**config.mk**
```make
export PLATFORM = sky130hd
export DESIGN_NAME = ivs_sender
export DESIGN_NICKNAME = d
export VERILOG_FILES = /design/src/logic/ivs_pkg.sv /design/src/logic/ivs_slot.sv /design/src/logic/ivs_sender.sv
export VERILOG_INCLUDE_DIRS = /design/src /design/src/logic
export SDC_FILE = /design/constraint.sdc
export NUM_CORES = 2
export LEC_CHECK = 0
export ABC_CLOCK_PERIOD_IN_PS = 7210
export BUFFER_PORTS_ARGS = -buffer_cell sky130_fd_sc_hd__buf_2
export CAP_MARGIN = 30
export CORE_ASPECT_RATIO = 2
export CORE_MARGIN = 4
export CORE_UTILIZATION = 61
export DETAILED_ROUTE_END_ITERATION = 12
export PLACE_DENSITY = 0.83
export SETUP_SLACK_MARGIN = 0.5
export SLEW_MARGIN = 20
export SYNTH_ARGS = -nofsm -noshare
export SYNTH_HDL_FRONTEND = slang
export SYNTH_HIERARCHICAL = 1
export SYNTH_SLANG_ARGS = --single-unit
```
**constraint.sdc**
```tcl
create_clock -name aclk -period 7.21 [get_ports aclk]
set_clock_uncertainty 0.05 [all_clocks]
set_input_delay 1.442 -clock aclk [delete_from_list [all_inputs] [get_ports aclk]]
set_output_delay 1.442 -clock aclk [all_outputs]
set_load 0.05 [all_outputs]
```
**src/logic/ivs_consts.svh**
```systemverilog
// Constants for the value/sequence sender: offsets, fields, resets, timing.
// Assumes a 25 MHz aclk and an 8-bit AXI4-Lite byte address.
`ifndef IVS_CONSTS_SVH
`define IVS_CONSTS_SVH

`define IVS_CLK_HZ      25000000
`define IVS_MS_PER_S    1000
`define IVS_MS_CYCLES   (`IVS_CLK_HZ / `IVS_MS_PER_S)
`define IVS_HS_MS       4'h9
`define IVS_S_MS        10'h3e7
`define IVS_NOBJ        8

`define IVS_LONG_MS_RST 16'h0320
`define IVS_CYC_S_RST   17'h00078
`define IVS_CTRL_RST    11'h001
`define IVS_DLY_RST     19'h00000
`define IVS_VAL_RST     32'h00010000

`define IVS_OFF_CTRL    8'h00
`define IVS_OFF_LONG    8'h04
`define IVS_OFF_CYC     8'h08
`define IVS_OFF_STAT    8'h0c
`define IVS_OFF_DLY     8'h20
`define IVS_OFF_VAL     8'h40

`define IVS_CTRL_EVT    4
`define IVS_CTRL_LOCK   5
`define IVS_CTRL_UNLK   7
`define IVS_CTRL_CYC    9
`define IVS_DLY_FMT     16

`define IVS_RESP_OKAY   2'h0
`define IVS_RESP_SLVERR 2'h2

`endif

```
**src/logic/ivs_pkg.sv**
```systemverilog
// Types shared by the value/sequence sender modules.
// Assumes nothing beyond a SystemVerilog compiler.
package ivs_pkg;

  typedef enum logic [2:0] {
    IVS_F_1BIT = 3'h0,
    IVS_F_2BIT = 3'h1,
    IVS_F_U8   = 3'h2,
    IVS_F_PCT  = 3'h3,
    IVS_F_S8   = 3'h4,
    IVS_F_U16  = 3'h5,
    IVS_F_S16  = 3'h6,
    IVS_F_FLT  = 3'h7
  } ivs_fmt_t;

  typedef enum logic [1:0] {
    IVS_R_NONE = 2'h0,
    IVS_R_A    = 2'h1,
    IVS_R_B    = 2'h2
  } ivs_react_t;

  typedef enum logic [1:0] {
    IVS_C_NONE = 2'h0,
    IVS_C_OFF  = 2'h1,
    IVS_C_ON   = 2'h2,
    IVS_C_BOTH = 2'h3
  } ivs_cyc_t;

  typedef enum logic [2:0] {
    IVS_P_IDLE = 3'b001,
    IVS_P_HELD = 3'b010,
    IVS_P_LONG = 3'b100
  } ivs_press_t;

endpackage

```
**src/logic/ivs_slot.sv**
```systemverilog
// One output object's send-delay timer.
// Assumes a hundredth-second tick pulse from the parent's time base.
`timescale 1ns/100ps
`include "ivs_consts.svh"
module ivs_slot
  import ivs_pkg::*;
(
  input  wire logic        aclk,
  input  wire logic        aresetn,
  input  wire logic        start,
  input  wire logic        sel_in,
  input  wire logic        tick,
  input  wire logic [15:0] delay,
  input  wire logic        ack,
  output logic             due,
  output logic             sel
);

  logic [15:0] cnt_q;
  logic        armed_q;
  logic        sel_q;

  // Restart beats an ack so a new event is never dropped
  always_ff @(posedge aclk) begin
    if (!aresetn) begin
      armed_q <= 1'b0;
      cnt_q   <= 16'h0000;
      sel_q   <= 1'b0;
    end else if (start) begin
      armed_q <= 1'b1;
      cnt_q   <= delay;
      sel_q   <= sel_in;
    end else if (ack) begin
      armed_q <= 1'b0;
    end else if (armed_q && tick && cnt_q != 16'h0000) begin
      cnt_q <= cnt_q - 16'h0001;
    end
  end

  assign due = armed_q && cnt_q == 16'h0000;
  assign sel = sel_q;
endmodule

```
**src/logic/ivs_sender.sv**
```systemverilog
// Value/sequence sender for one contact input, AXI4-Lite configured.
// Assumes contact and lock commands synchronous to aclk; tx_* feeds a
// telegram sender that takes a word when tx_valid and tx_ready are high.
//
// The implementer's own choices: the register offsets and the AXI4-Lite slave port.
`timescale 1ns/100ps
`include "ivs_consts.svh"
module ivs_sender
  import ivs_pkg::*;
#(
  parameter int MS_CYCLES = `IVS_MS_CYCLES
)
(
  input  wire logic        aclk,
  input  wire logic        aresetn,
  input  wire logic        s_axi_awvalid,
  output logic             s_axi_awready,
  input  wire logic [7:0]  s_axi_awaddr,
  input  wire logic        s_axi_wvalid,
  output logic             s_axi_wready,
  input  wire logic [31:0] s_axi_wdata,
  input  wire logic [3:0]  s_axi_wstrb,
  output logic             s_axi_bvalid,
  input  wire logic        s_axi_bready,
  output logic [1:0]       s_axi_bresp,
  input  wire logic        s_axi_arvalid,
  output logic             s_axi_arready,
  input  wire logic [7:0]  s_axi_araddr,
  output logic             s_axi_rvalid,
  input  wire logic        s_axi_rready,
  output logic [31:0]      s_axi_rdata,
  output logic [1:0]       s_axi_rresp,
  input  wire logic        contact_in,
  input  wire logic        lock_cmd,
  input  wire logic        unlock_cmd,
  output logic             tx_valid,
  input  wire logic        tx_ready,
  output logic [2:0]       tx_obj,
  output logic [2:0]       tx_fmt,
  output logic [15:0]      tx_data,
  output logic             tx_cyclic
);

  function automatic logic obj_hit(input logic [7:0] a, input logic [7:0] b);
    obj_hit = a[7:5] == b[7:5] && a[1:0] == 2'h0;
  endfunction

  function automatic logic [31:0] merge(input logic [31:0] o,
                                        input logic [31:0] n,
                                        input logic [3:0]  s);
    merge = o;
    for (int b = 0; b < 4; b++)
      if (s[b]) merge[b*8 +: 8] = n[b*8 +: 8];
  endfunction

  // Narrow formats drop upper bits; signed bytes widen with their sign
  function automatic logic [15:0] fmt_value(input logic [2:0]  f,
                                            input logic [15:0] v);
    case (f)
      IVS_F_1BIT: fmt_value = {15'h0000, v[0]};
      IVS_F_2BIT: fmt_value = {14'h0000, v[1:0]};
      IVS_F_U8,
      IVS_F_PCT:  fmt_value = {8'h00, v[7:0]};
      IVS_F_S8:   fmt_value = {{8{v[7]}}, v[7:0]};
      default:    fmt_value = v;
    endcase
  endfunction

  // Register file
  logic [10:0] ctrl_q;
  logic [15:0] long_q;
  logic [16:0] cyc_s_q;
  logic [18:0] dly_q [`IVS_NOBJ];
  logic [31:0] val_q [`IVS_NOBJ];
  logic        aw_held_q, w_held_q;
  logic [7:0]  aw_addr_q;
  logic [31:0] w_data_q;
  logic [3:0]  w_strb_q;
  logic        wr_en;
  logic [31:0] rd_word;
  logic        rd_ok;

  assign wr_en = aw_held_q && w_held_q && !s_axi_bvalid;

  always_ff @(posedge aclk) begin
    if (!aresetn) begin
      s_axi_awready <= 1'b1;
      aw_held_q     <= 1'b0;
      aw_addr_q     <= 8'h00;
    end else if (s_axi_awvalid && s_axi_awready) begin
      s_axi_awready <= 1'b0;
      aw_held_q     <= 1'b1;
      aw_addr_q     <= s_axi_awaddr;
    end else if (wr_en) begin
      aw_held_q <= 1'b0;
    end else if (s_axi_bvalid && s_axi_bready) begin
      s_axi_awready <= 1'b1;
    end
  end

  always_ff @(posedge aclk) begin
    if (!aresetn) begin
      s_axi_wready <= 1'b1;
      w_held_q     <= 1'b0;
      w_data_q     <= 32'h00000000;
      w_strb_q     <= 4'h0;
    end else if (s_axi_wvalid && s_axi_wready) begin
      s_axi_wready <= 1'b0;
      w_held_q     <= 1'b1;
      w_data_q     <= s_axi_wdata;
      w_strb_q     <= s_axi_wstrb;
    end else if (wr_en) begin
      w_held_q <= 1'b0;
    end else if (s_axi_bvalid && s_axi_bready) begin
      s_axi_wready <= 1'b1;
    end
  end

  always_ff @(posedge aclk) begin
    if (!aresetn) begin
      s_axi_bvalid <= 1'b0;
      s_axi_bresp  <= `IVS_RESP_OKAY;
    end else if (wr_en) begin
      s_axi_bvalid <= 1'b1;
      s_axi_bresp  <= (aw_addr_q[7:4] == 4'h0 || obj_hit(aw_addr_q,
                       `IVS_OFF_DLY) || obj_hit(aw_addr_q, `IVS_OFF_VAL))
                      ? `IVS_RESP_OKAY : `IVS_RESP_SLVERR;
    end else if (s_axi_bready) begin
      s_axi_bvalid <= 1'b0;
    end
  end

  always_ff @(posedge aclk) begin
    if (!aresetn) begin
      ctrl_q  <= `IVS_CTRL_RST;
      long_q  <= `IVS_LONG_MS_RST;
      cyc_s_q <= `IVS_CYC_S_RST;
      for (int i = 0; i < `IVS_NOBJ; i++) begin
        dly_q[i] <= `IVS_DLY_RST;
        val_q[i] <= `IVS_VAL_RST;
      end
    end else if (wr_en) begin
      if (aw_addr_q == `IVS_OFF_CTRL)
        ctrl_q <= 11'(merge({21'h000000, ctrl_q}, w_data_q, w_strb_q));
      if (aw_addr_q == `IVS_OFF_LONG)
        long_q <= 16'(merge({16'h0000, long_q}, w_data_q, w_strb_q));
      if (aw_addr_q == `IVS_OFF_CYC)
        cyc_s_q <= 17'(merge({15'h0000, cyc_s_q}, w_data_q, w_strb_q));
      if (obj_hit(aw_addr_q, `IVS_OFF_DLY))
        dly_q[aw_addr_q[4:2]] <= 19'(merge({13'h0000, dly_q[aw_addr_q[4:2]]},
                                           w_data_q, w_strb_q));
      if (obj_hit(aw_addr_q, `IVS_OFF_VAL))
        val_q[aw_addr_q[4:2]] <= merge(val_q[aw_addr_q[4:2]], w_data_q,
                                       w_strb_q);
    end
  end

  // Press state, lock and pending flags are declared here for status reads
  ivs_press_t  press_q;
  logic        locked_q;
  logic [7:0]  due;
  logic        last_sel_q;

  always_comb begin
    rd_word = 32'h00000000;
    rd_ok   = 1'b1;
    if (s_axi_araddr == `IVS_OFF_CTRL)
      rd_word = {21'h000000, ctrl_q};
    else if (s_axi_araddr == `IVS_OFF_LONG)
      rd_word = {16'h0000, long_q};
    else if (s_axi_araddr == `IVS_OFF_CYC)
      rd_word = {15'h0000, cyc_s_q};
    else if (s_axi_araddr == `IVS_OFF_STAT)
      rd_word = {20'h00000, last_sel_q, due, press_q != IVS_P_IDLE,
                 locked_q, contact_in};
    else if (obj_hit(s_axi_araddr, `IVS_OFF_DLY))
      rd_word = {13'h0000, dly_q[s_axi_araddr[4:2]]};
    else if (obj_hit(s_axi_araddr, `IVS_OFF_VAL))
      rd_word = val_q[s_axi_araddr[4:2]];
    else
      rd_ok = 1'b0;
  end

  always_ff @(posedge aclk) begin
    if (!aresetn) begin
      s_axi_arready <= 1'b1;
      s_axi_rvalid  <= 1'b0;
      s_axi_rdata   <= 32'h00000000;
      s_axi_rresp   <= `IVS_RESP_OKAY;
    end else if (s_axi_arvalid && s_axi_arready) begin
      s_axi_arready <= 1'b0;
      s_axi_rvalid  <= 1'b1;
      s_axi_rdata   <= rd_word;
      s_axi_rresp   <= rd_ok ? `IVS_RESP_OKAY : `IVS_RESP_SLVERR;
    end else if (s_axi_rvalid && s_axi_rready) begin
      s_axi_rvalid  <= 1'b0;
      s_axi_arready <= 1'b1;
    end
  end

  // Configuration fields; an out-of-range count is clamped to 1..8
  logic [3:0]  cnt_eff;
  logic        evt_press;
  ivs_react_t  lock_r, unlk_r;
  ivs_cyc_t    cyc_mode;

  assign cnt_eff   = ctrl_q[3:0] == 4'h0 ? 4'h1 :
                     ctrl_q[3] ? 4'h8 : ctrl_q[3:0];
  assign evt_press = ctrl_q[`IVS_CTRL_EVT];
  assign lock_r    = ivs_react_t'(ctrl_q[`IVS_CTRL_LOCK +: 2]);
  assign unlk_r    = ivs_react_t'(ctrl_q[`IVS_CTRL_UNLK +: 2]);
  assign cyc_mode  = ivs_cyc_t'(ctrl_q[`IVS_CTRL_CYC +: 2]);

  // Time base: ms, hundredth-second and second ticks
  logic [14:0] ms_cnt_q;
  logic [3:0]  hs_cnt_q;
  logic [9:0]  s_cnt_q;
  logic        tick_ms_q, tick_hs_q, tick_s_q;

  always_ff @(posedge aclk) begin
    if (!aresetn) begin
      ms_cnt_q  <= 15'h0000;
      hs_cnt_q  <= 4'h0;
      s_cnt_q   <= 10'h000;
      tick_ms_q <= 1'b0;
      tick_hs_q <= 1'b0;
      tick_s_q  <= 1'b0;
    end else begin
      tick_ms_q <= ms_cnt_q == 15'(MS_CYCLES - 1);
      ms_cnt_q  <= ms_cnt_q == 15'(MS_CYCLES - 1) ? 15'h0000
                                                  : ms_cnt_q + 15'h0001;
      tick_hs_q <= tick_ms_q && hs_cnt_q == `IVS_HS_MS;
      tick_s_q  <= tick_ms_q && s_cnt_q == `IVS_S_MS;
      if (tick_ms_q) begin
        hs_cnt_q <= hs_cnt_q == `IVS_HS_MS ? 4'h0 : hs_cnt_q + 4'h1;
        s_cnt_q  <= s_cnt_q == `IVS_S_MS ? 10'h000 : s_cnt_q + 10'h001;
      end
    end
  end

  // Event detection
  logic        contact_q, rise, fall;
  logic [15:0] press_ms_q;
  logic        ev_a, ev_b, user_gate, fire_a, fire_b, fire;

  assign rise = contact_in && !contact_q;
  assign fall = !contact_in && contact_q;

  always_comb begin
    ev_a = 1'b0;
    ev_b = 1'b0;
    if (!evt_press) begin
      ev_a = rise;
      ev_b = fall;
    end else begin
      case (press_q)
        IVS_P_HELD: begin
          ev_a = fall;
          ev_b = !fall && press_ms_q >= long_q;
        end
        default: ;
      endcase
    end
  end

  always_ff @(posedge aclk) begin
    if (!aresetn) begin
      contact_q  <= 1'b0;
      press_q    <= IVS_P_IDLE;
      press_ms_q <= 16'h0000;
    end else begin
      contact_q <= contact_in;
      if (tick_ms_q && press_ms_q != 16'hffff)
        press_ms_q <= press_ms_q + 16'h0001;
      case (press_q)
        IVS_P_IDLE: if (evt_press && rise) begin
          press_q    <= IVS_P_HELD;
          press_ms_q <= 16'h0000;
        end
        IVS_P_HELD: if (fall) press_q <= IVS_P_IDLE;
          else if (press_ms_q >= long_q) press_q <= IVS_P_LONG;
        IVS_P_LONG: if (fall) press_q <= IVS_P_IDLE;
        default: press_q <= IVS_P_IDLE;
      endcase
    end
  end

  // A lock arriving with an input edge blocks that edge; lock beats unlock
  assign user_gate = !locked_q && !lock_cmd;
  assign fire_a = (ev_a && user_gate) || (lock_cmd && lock_r == IVS_R_A) ||
                  (unlock_cmd && !lock_cmd && unlk_r == IVS_R_A);
  assign fire_b = (ev_b && user_gate) || (lock_cmd && lock_r == IVS_R_B) ||
                  (unlock_cmd && !lock_cmd && unlk_r == IVS_R_B);
  assign fire = fire_a || fire_b;

  always_ff @(posedge aclk) begin
    if (!aresetn)
      locked_q <= 1'b0;
    else if (lock_cmd)
      locked_q <= 1'b1;
    else if (unlock_cmd)
      locked_q <= 1'b0;
  end

  // Object delay slots
  logic [7:0] ack, slot_sel;

  generate
    for (genvar i = 0; i < `IVS_NOBJ; i++) begin : g_slot
      ivs_slot u_slot (
        .aclk    (aclk),
        .aresetn (aresetn),
        .start   (fire && 4'(i) < cnt_eff),
        .sel_in  (fire_b),
        .tick    (tick_hs_q),
        .delay   (dly_q[i][15:0]),
        // Slots past a shrunk count are dropped so nothing stale is sent
        .ack     (ack[i] || 4'(i) >= cnt_eff),
        .due     (due[i]),
        .sel     (slot_sel[i])
      );
    end
  endgenerate

  // Cyclic repeat of object 0
  logic [16:0] cyc_cnt_q;
  logic        cyc_en, cyc_hit, cyc_pend_q, cyc_take;

  assign cyc_en  = cnt_eff == 4'h1 && cyc_mode != IVS_C_NONE;
  assign cyc_hit = cyc_mode == IVS_C_BOTH ||
                   (cyc_mode == IVS_C_OFF && !last_sel_q) ||
                   (cyc_mode == IVS_C_ON && last_sel_q);

  always_ff @(posedge aclk) begin
    if (!aresetn || !cyc_en) begin
      cyc_cnt_q  <= 17'h00000;
      cyc_pend_q <= 1'b0;
    end else begin
      if (tick_s_q)
        cyc_cnt_q <= cyc_cnt_q + 17'h00001 >= cyc_s_q ? 17'h00000
                                                     : cyc_cnt_q + 17'h00001;
      // A new period wins over the take of the old one
      cyc_pend_q <= (tick_s_q && cyc_cnt_q + 17'h00001 >= cyc_s_q &&
                     cyc_hit) || (cyc_pend_q && !cyc_take);
    end
  end

  // Transmit stage; lowest due object first, cyclic repeat last
  logic       load;
  logic [2:0] pick;

  assign load = !tx_valid || tx_ready;

  always_comb begin
    pick = 3'h0;
    for (int i = `IVS_NOBJ - 1; i >= 0; i--)
      if (due[i]) pick = 3'(i);
  end

  assign ack      = load && |due ? 8'h01 << pick : 8'h00;
  assign cyc_take = load && !(|due) && cyc_pend_q;

  always_ff @(posedge aclk) begin
    if (!aresetn) begin
      tx_valid   <= 1'b0;
      tx_obj     <= 3'h0;
      tx_fmt     <= 3'h0;
      tx_data    <= 16'h0000;
      tx_cyclic  <= 1'b0;
      last_sel_q <= 1'b0;
    end else if (load) begin
      tx_valid  <= |due || cyc_pend_q;
      tx_cyclic <= !(|due) && cyc_pend_q;
      if (|due) begin
        tx_obj  <= pick;
        tx_fmt  <= dly_q[pick][`IVS_DLY_FMT +: 3];
        tx_data <= fmt_value(dly_q[pick][`IVS_DLY_FMT +: 3], slot_sel[pick]
                   ? val_q[pick][31:16] : val_q[pick][15:0]);
        if (pick == 3'h0) last_sel_q <= slot_sel[0];
      end else if (cyc_pend_q) begin
        tx_obj  <= 3'h0;
        tx_fmt  <= dly_q[0][`IVS_DLY_FMT +: 3];
        tx_data <= fmt_value(dly_q[0][`IVS_DLY_FMT +: 3], last_sel_q
                   ? val_q[0][31:16] : val_q[0][15:0]);
      end
    end
  end
endmodule

```
=== After elaboration in Yosys (flattened, before gate mapping) ===
Memories as Yosys holds them, arrays and structs flattened.
Cells that the tools add are included.

* $add $sub $neg: 13
* $lt $le $gt $ge: 19
* Equal/unequal tests: 53
* Shift operators: 1
* Mux-type cells: 150
* Bitwise operators: 1
* Reduce and logical (&&, ||, !) cells: 184

{| class="wikitable"
|+ Operators by type and width
! kind !! count
|-
| 16-bit two-way mux || 31
|-
| 32-bit two-way mux || 7
|-
| 8-bit two-way mux || 25
|-
| 16-bit zero test || 8
|-
| 16-bit one-hot mux with 4 select lines || 2
|-
| 16-bit nonzero test || 8
|-
| 16-bit by 1-bit subtractor with 16-bit output (second input constant) || 8
|-
| 3-bit two-way mux || 23
|-
| 1-bit logical AND || 68
|-
| 1-bit two-way mux || 51
|-
| 2-bit nonzero test || 25
|-
| 2-bit AND reduction || 18
|-
| 32-bit OR reduction || 1
|-
| 4-bit != test (second input constant) || 7
|-
| 3-bit AND reduction || 9
|-
| 8-bit by 4-bit == test with 1-bit output (second input constant) || 3
|-
| 3-bit by 2-bit == test with 1-bit output (second input constant) || 7
|-
| 1-bit logical OR || 21
|-
| 2-bit by 1-bit != test with 1-bit output (second input constant) || 10
|-
| 19-bit two-way mux || 1
|-
| 19-bit OR reduction || 1
|-
| 17-bit by 1-bit adder with 17-bit output (second input constant) || 1
|-
| 17-bit >= comparator || 1
|-
| 17-bit two-way mux || 1
|-
| 39 further kinds || 84
|}

* Register bits: 371
* RAM bits: 408
* Bits of input ports: 63
* Output and inout bits: 65
* Logic and storage cells: 485
* Memories kept: 2

{| class="wikitable"
|+ Memory list
! name !! depth !! width !! rd ports !! clocked after Yosys merged registers in !! wr ports !! line !! source
|-
| val_q || 8 || 32 || 3 || 0 || 8 || ivs_sender.sv:74 || <nowiki>logic [31:0] val_q [`IVS_NOBJ];</nowiki>
|-
| dly_q || 8 || 19 || 10 || 0 || 8 || ivs_sender.sv:73 || <nowiki>logic [18:0] dly_q [`IVS_NOBJ];</nowiki>
|}

=== Longest topological paths before layout ===
* Depth in word-level cells: 15
* Gate-level depth with buffers: 20
* Mapped depth without buffers: 15

=== Hierarchy ===
The synthesis kept the hierarchy.

{| class="wikitable"
|+ By module, submodules not included
! module !! times used !! cells an instance !! area an instance (um2) !! sequential area each (um2)
|-
| ivs_sender || 1 || 2,938 || 31,785.5 || 16,756.1
|-
| ivs_slot || 8 || 128 || 1,049.8 || 360.3
|}

=== Worst setup path before layout ===
Ideal clock, no wire load.

* Kind: register to register
* Start: register g_slot[5].u_slot.cnt_q[12]
* End: register g_slot[7].u_slot.cnt_q[1]
* Setup time: 0.070 ns
* Arrival time: 3.912 ns
* Required time: 7.090 ns
* Slack: 3.179 ns
* Cell stages (with the launch flop): 15
* Path buffers: 3
* Period minus slack after synthesis: 4.031 ns
* Path through: dfxtp_1 -> nor4_1 -> nand4_1 -> nor2_1 -> nor2_2 -> a211oi_1 -> clkbuf_1 -> nand2_1 -> clkbuf_1 -> o21ai_0 -> and3b_1 -> clkbuf_1 -> nand2_1 -> mux2_2 -> a21oi_1

* Word-level cells in the longest chain between the ends: 13
* Elaborated cells on any way between the ends: 15
* Those cells by class: 1 x eq/ne; 1 x shift; 7 x mux; 6 x reduce/logical

{| class="wikitable"
|+ RTL lines
! element !! line !! source
|-
| start, declared || ivs_slot.sv:19 || <nowiki>logic [15:0] cnt_q;</nowiki>
|-
| start signal, assigned || ivs_slot.sv:31 || <nowiki>cnt_q <= delay;</nowiki>
|-
| start signal, assigned || ivs_slot.sv:36 || <nowiki>cnt_q <= cnt_q - 16'h0001;</nowiki>
|-
| 16-bit zero test * || ivs_slot.sv:40 || <nowiki>assign due = armed_q && cnt_q == 16'h0000;</nowiki>
|-
| 1-bit logical AND * || ivs_slot.sv:40 ||
|-
| named net due[5] || ivs_sender.sv:161 || <nowiki>logic [7:0] due;</nowiki>
|-
| 3-bit two-way mux (6 in series) || ivs_sender.sv:357 || <nowiki>if (due[i]) pick = 3'(i);</nowiki>
|-
| 1-bit by 3-bit left shift with 8-bit output || ivs_sender.sv:360 || <nowiki>assign ack = load && |due ? 8'h01 << pick : 8'h00;</nowiki>
|-
| 8-bit two-way mux * || ivs_sender.sv:360 ||
|-
| 1-bit logical OR * || ivs_sender.sv:318 || <nowiki>.ack (ack[i] || 4'(i) >= cnt_eff),</nowiki>
|-
| 2-bit by 1-bit != test with 1-bit output (no line) * || - ||
|-
| 2-bit AND reduction (no line) * || - ||
|-
| end signal, assigned || ivs_slot.sv:31 ||
|-
| end signal, assigned || ivs_slot.sv:36 ||
|-
| end, declared || ivs_slot.sv:19 ||
|}

Mark *: on every way through the listed nets, which the timed path passes. The rest lies on a longest branch.
A chain may end at the register's enable or synchronous reset.

=== Final worst setup path ===
* Start: register g_slot[4].u_slot.cnt_q[12]
* End: register tx_data[10]

* Word-level cells in the longest chain between the ends: 12
* Elaborated cells on any way between the ends: 23
* Those cells by class: 4 x eq/ne; 10 x mux; 7 x reduce/logical; 2 x memory

{| class="wikitable"
|+ RTL lines
! element !! line !! source
|-
| start, declared || ivs_slot.sv:19 ||
|-
| start signal, assigned || ivs_slot.sv:31 ||
|-
| start signal, assigned || ivs_slot.sv:36 ||
|-
| 16-bit zero test * || ivs_slot.sv:40 ||
|-
| 1-bit logical AND * || ivs_slot.sv:40 ||
|-
| named net due[4] || ivs_sender.sv:161 ||
|-
| 3-bit two-way mux (5 in series) || ivs_sender.sv:357 ||
|-
| memory read 8 x 19 bit / 1-bit binary-select mux with 3-bit select (equally long branches) || - ||
|-
| 3-bit by 2-bit == test with 1-bit output / 1-bit two-way mux (equally long branches) || ivs_sender.sv:59, ivs_sender.sv:377 ||
|-
| 2-bit OR reduction / 16-bit two-way mux (equally long branches) || ivs_sender.sv:59, ivs_sender.sv:378 ||
|-
| 16-bit one-hot mux with 4 select lines || ivs_sender.sv:59 || <nowiki>case (f)</nowiki>
|-
| 16-bit two-way mux || ivs_sender.sv:374 || <nowiki>if (|due) begin</nowiki>
|-
| end signal, assigned || ivs_sender.sv:377 || <nowiki>tx_data <= fmt_value(dly_q[pick][`IVS_DLY_FMT +: 3], slot_sel[pick]</nowiki>
|-
| end signal, assigned || ivs_sender.sv:383 || <nowiki>tx_data <= fmt_value(dly_q[0][`IVS_DLY_FMT +: 3], last_sel_q</nowiki>
|-
| end, declared || ivs_sender.sv:40 || <nowiki>output logic [15:0] tx_data,</nowiki>
|}

Mark *: on every way through the listed nets, which the timed path passes. The rest lies on a longest branch. The select of a mux whose other input is x is not followed.

==> results.md <==
* Run status: completed
* All-layer global routing usage at roughly two fifths
* Type of origin of the critical path: flop
* Power density normalized to cell area at between 200 and 250 nW/um^2
* Distinct cell type count after synthesis at 84
* Net load switching power at between 2 and 2.5 mW
* Synth warn at 6
* Highest clock frequency the design can meet at 172 MHz
* Endpoint required time on the critical path at about 7700 ps
* Largest voltage drop on the vdd net at about 260 uV
* Data arrival time of the critical path at between 6000 and 7000 ps
* Largest net degree at the start of global routing at 70
* Root Buffer Master: clkbuf_16
* Quantity of I/O buffers inserted on ports at between 100 and 150
* Ratio of cells with drive above 1 in the final layout at between 10% and 20%
* Ratio of routed vias to standard cells at roughly 7
* Overflow left after global routing at 0
* Mapped cell area at ~40000 sq um
* Dominant cell type by area after synthesis: edfxtp_1
* Drt drc at 0
* Post-placement setup slack at 1490 ps
* Internal Power at ~7.0 mW
* Mapped Avg Cell Area at slightly above 10 sq um
* Sequential fraction of design power at roughly 52%
* Instance count of the mapped netlist at between 3000 and 4000
* Wire length of the first global-routing pass at ~200000 um
* CTS HTree Levels at 3
* Die area at approximately 70000 sq um
* Postcts setup bufs at 0
* Transition time at the pin with the least slew margin at ~1100 ps
* Antenna violations before repair at 11
* Total non-filler cell area in the finished layout at ~44000 sq um
* Power, Total at 9.40 mW
* Count of state elements after synthesis at roughly 780
* Final setup vio count at 0
* Worst-path maximum fanout at 35
* CTS Sinks at around 800
* Number of nets in the finished design at 4115
* Classification of the worst setup path: flop to flop
* Final min period at 5820 ps
* Via count of the first global-routing pass at between 30000 and 40000
* Cell leakage power at roughly 16 nW
* Combinational cell fraction of total power at about 7.3%
* Synthesis-to-finish area growth at 9.54%
* Number of nets with antenna violations after detailed routing at 0
* I/O Pins at 128
* Switch share at between 20% and 30%
* Placer Congestion at a little over 1
* Hold violation count in the final report at 0
* Cell area after placement at ~42000 sq um
* Fraction of registers with async set/reset at 0%
* Worst hold path type: flop to flop
* Setup Total Neg Slack at 0 ps
* Placeable Area at 65100 sq um
* Leading post-synthesis cells by instance count: edfxtp_1, and2_1, dfxtp_1
* Die X at ~190 um
* Count of cells resized by post-cts repair at 0
* Number of max-cap violations at 0
* Ratio of final minimum period to clock period at around four fifths
* Total of hold buffers inserted after clock tree synthesis at 0
* Leading cell types by total area after synthesis: edfxtp_1, dfxtp_1, and2_1
* Number of buffers created by CTS at 68
* Chip height at approximately 370 um
* Clk buf depth at 3
* Endpoint kind of the worst setup timing path: flop
* Clock Latency Late Sink at around 650 ps
* Unrepaired setup endpoints after global routing: no
* Detailed router's first-iteration violation count at 4086
* CTS tree: built
* Site Rows at 132
* Share of power burned in the clock network at 40.7%
* Minimum setup slack in the final design at approximately 1400 ps
* Starting utilization of the core area at about three fifths
* Final core utilization at about two thirds
* Routed wire length per instance at 27.6 um
* Synth top area share at between 30% and 40%
* Clock transition at the registers of the reported paths at roughly 70 ps
* Leading cell type by number of instances after synthesis: edfxtp_1
* First-pass iteration count of the detailed router at 7
* Share of synthesized area occupied by flip-flops and latches at about half
* Number of enable-type register cells in the synthesized netlist at about 410
* Via count of the routed design at 33676
* Filler instances at 4959
* Detailed-route wire length at 137000 um
* Top flip-flop cell by instance count after synthesis: edfxtp_1
* Slew margin rel. at roughly a quarter
* Detailed Place HPWL at between 90000 and 100000 um
* Max-slew violation count at 0
[state kept, by name, summed over array words and instances, names as in the netlist, 3 cells and up]
register               count
val_q                    256
dly_q                    152
g_slot.u_slot/cnt_q      128
s_axi_rdata               32
w_data_q                  32
cyc_cnt_q                 17
cyc_s_q                   17
long_q                    16
press_ms_q                16
tx_data                   16
ms_cnt_q                  15
ctrl_q                    11
s_cnt_q                   10
aw_addr_q                  8
g_slot.u_slot/armed_q      8
g_slot.u_slot/sel          8
hs_cnt_q                   4
w_strb_q                   4
press_q                    3
tx_fmt                     3
tx_obj                     3
[metrics by stage]
step / hold WS (ps) / std cells
after floorplan: 368 / 3963
after detailed placement: 394 / 4794
after global routing: 438 / 4934
after CTS: 410 / 4920
final: 409 / 4940
after global placement: 383 / 4771
[power by group through the flow]
| stage | registers (mW) | logic (mW) | clock network, mW |
|---|---|---|---|
| after floorplan | 4.94 | 0.387 | 0 |
| after global placement | 4.98 | 0.622 | 0 |
| after detailed placement | 4.98 | 0.643 | 0 |
| after CTS | 4.88 | 0.647 | 3.81 |
| after global routing | 4.89 | 0.715 | 3.99 |
| final | 4.89 | 0.689 | 3.82 |
[cell usage in the layout (no fill, tap or decap), types with 15 or more instances in the layout]
cell type and n:
nand4b_1 29, or3_1 26, and3_1 24, a211oi_1 16, nand3_1 104, o22ai_1 34, xnor2_1 77, ha_1 45
nand2b_1 45, nor3_1 63, a21boi_0 16, nor2b_1 25, mux4_2 103, nand4_1 45, and2_1 382, mux2i_1 134
nor3b_1 17, mux2_2 27, o221ai_1 22, o21ai_1 28, a22oi_1 32, edfxtp_1 408, a31oi_1 44, o21a_1 23
nand2_1 340, or4_1 26, nor2_1 328, inv_1 85, nand3b_1 15, a21oi_1 233, buf_2 143, dfxtp_1 368
clkbuf_16 71, o21ai_0 240, buf_4 61, o211ai_1 35, nor4_1 30, xor2_1 69
[critical path, cell delays in order (launching register included)]
cell and delay (ps):
dfxtp_1 350, nor4_1 640, nand4_1 420, nor2_1 590, nor2b_1 610, a211o_4 500
a2111oi_1 200, o32ai_1 300, a221o_1 760, buf_4 430, mux2i_1 300, o31a_4 250
nor2_1 60, a211o_1 260
[cell families after synthesis]
kind of cell	after synthesis	share of synthesized area [%]
compound gates	832	12.7
simple gates	1562	20.7
fa+ha+maj	45	1.40
xor+xnor	146	3.18
other cells	1	0.00933
mux	264	9.87
flops	777	48.9
buf+inv	335	3.24
[final timing paths]
check	cells after the start	start	endpoint	slack, ps
worst min register to register	1	ms_cnt_q[0]	ms_cnt_q[0]	410
worst max register to register	13	g_slot[4].u_slot/cnt_q[12]	tx_data[10]	1390
worst max-delay path	13	g_slot[4].u_slot/cnt_q[12]	tx_data[10]	1390
worst min-delay path	1	ms_cnt_q[0]	ms_cnt_q[0]	410
[metal layers]
| layer | vias to the layer above | global-route usage (%) | share of wire [%] |
|---|---|---|---|
| li1 | 14566 | - | - |
| met1 | 15902 | 36.4 | 29 |
| met2 | 2304 | 64.5 | 48 |
| met3 | 900 | 9.37 | 9.8 |
| met4 | 4 | 38.4 | 13 |
| met5 | - | 0 | 0.018 |
[area by class of cell]
cell class	count	area (sq um)	area share, %
clock buffer	86	1890	4.29
antenna	6	15.0	0.0341
inverter	88	333	0.756
sequential	777	19600	44.6
tap	871	1090	2.48
timing repair buffer	221	1380	3.14
clock inverter	40	388	0.881
multi-input combinational	2851	19300	43.8
No activity file was read; power rests on OpenSTA's default activity.
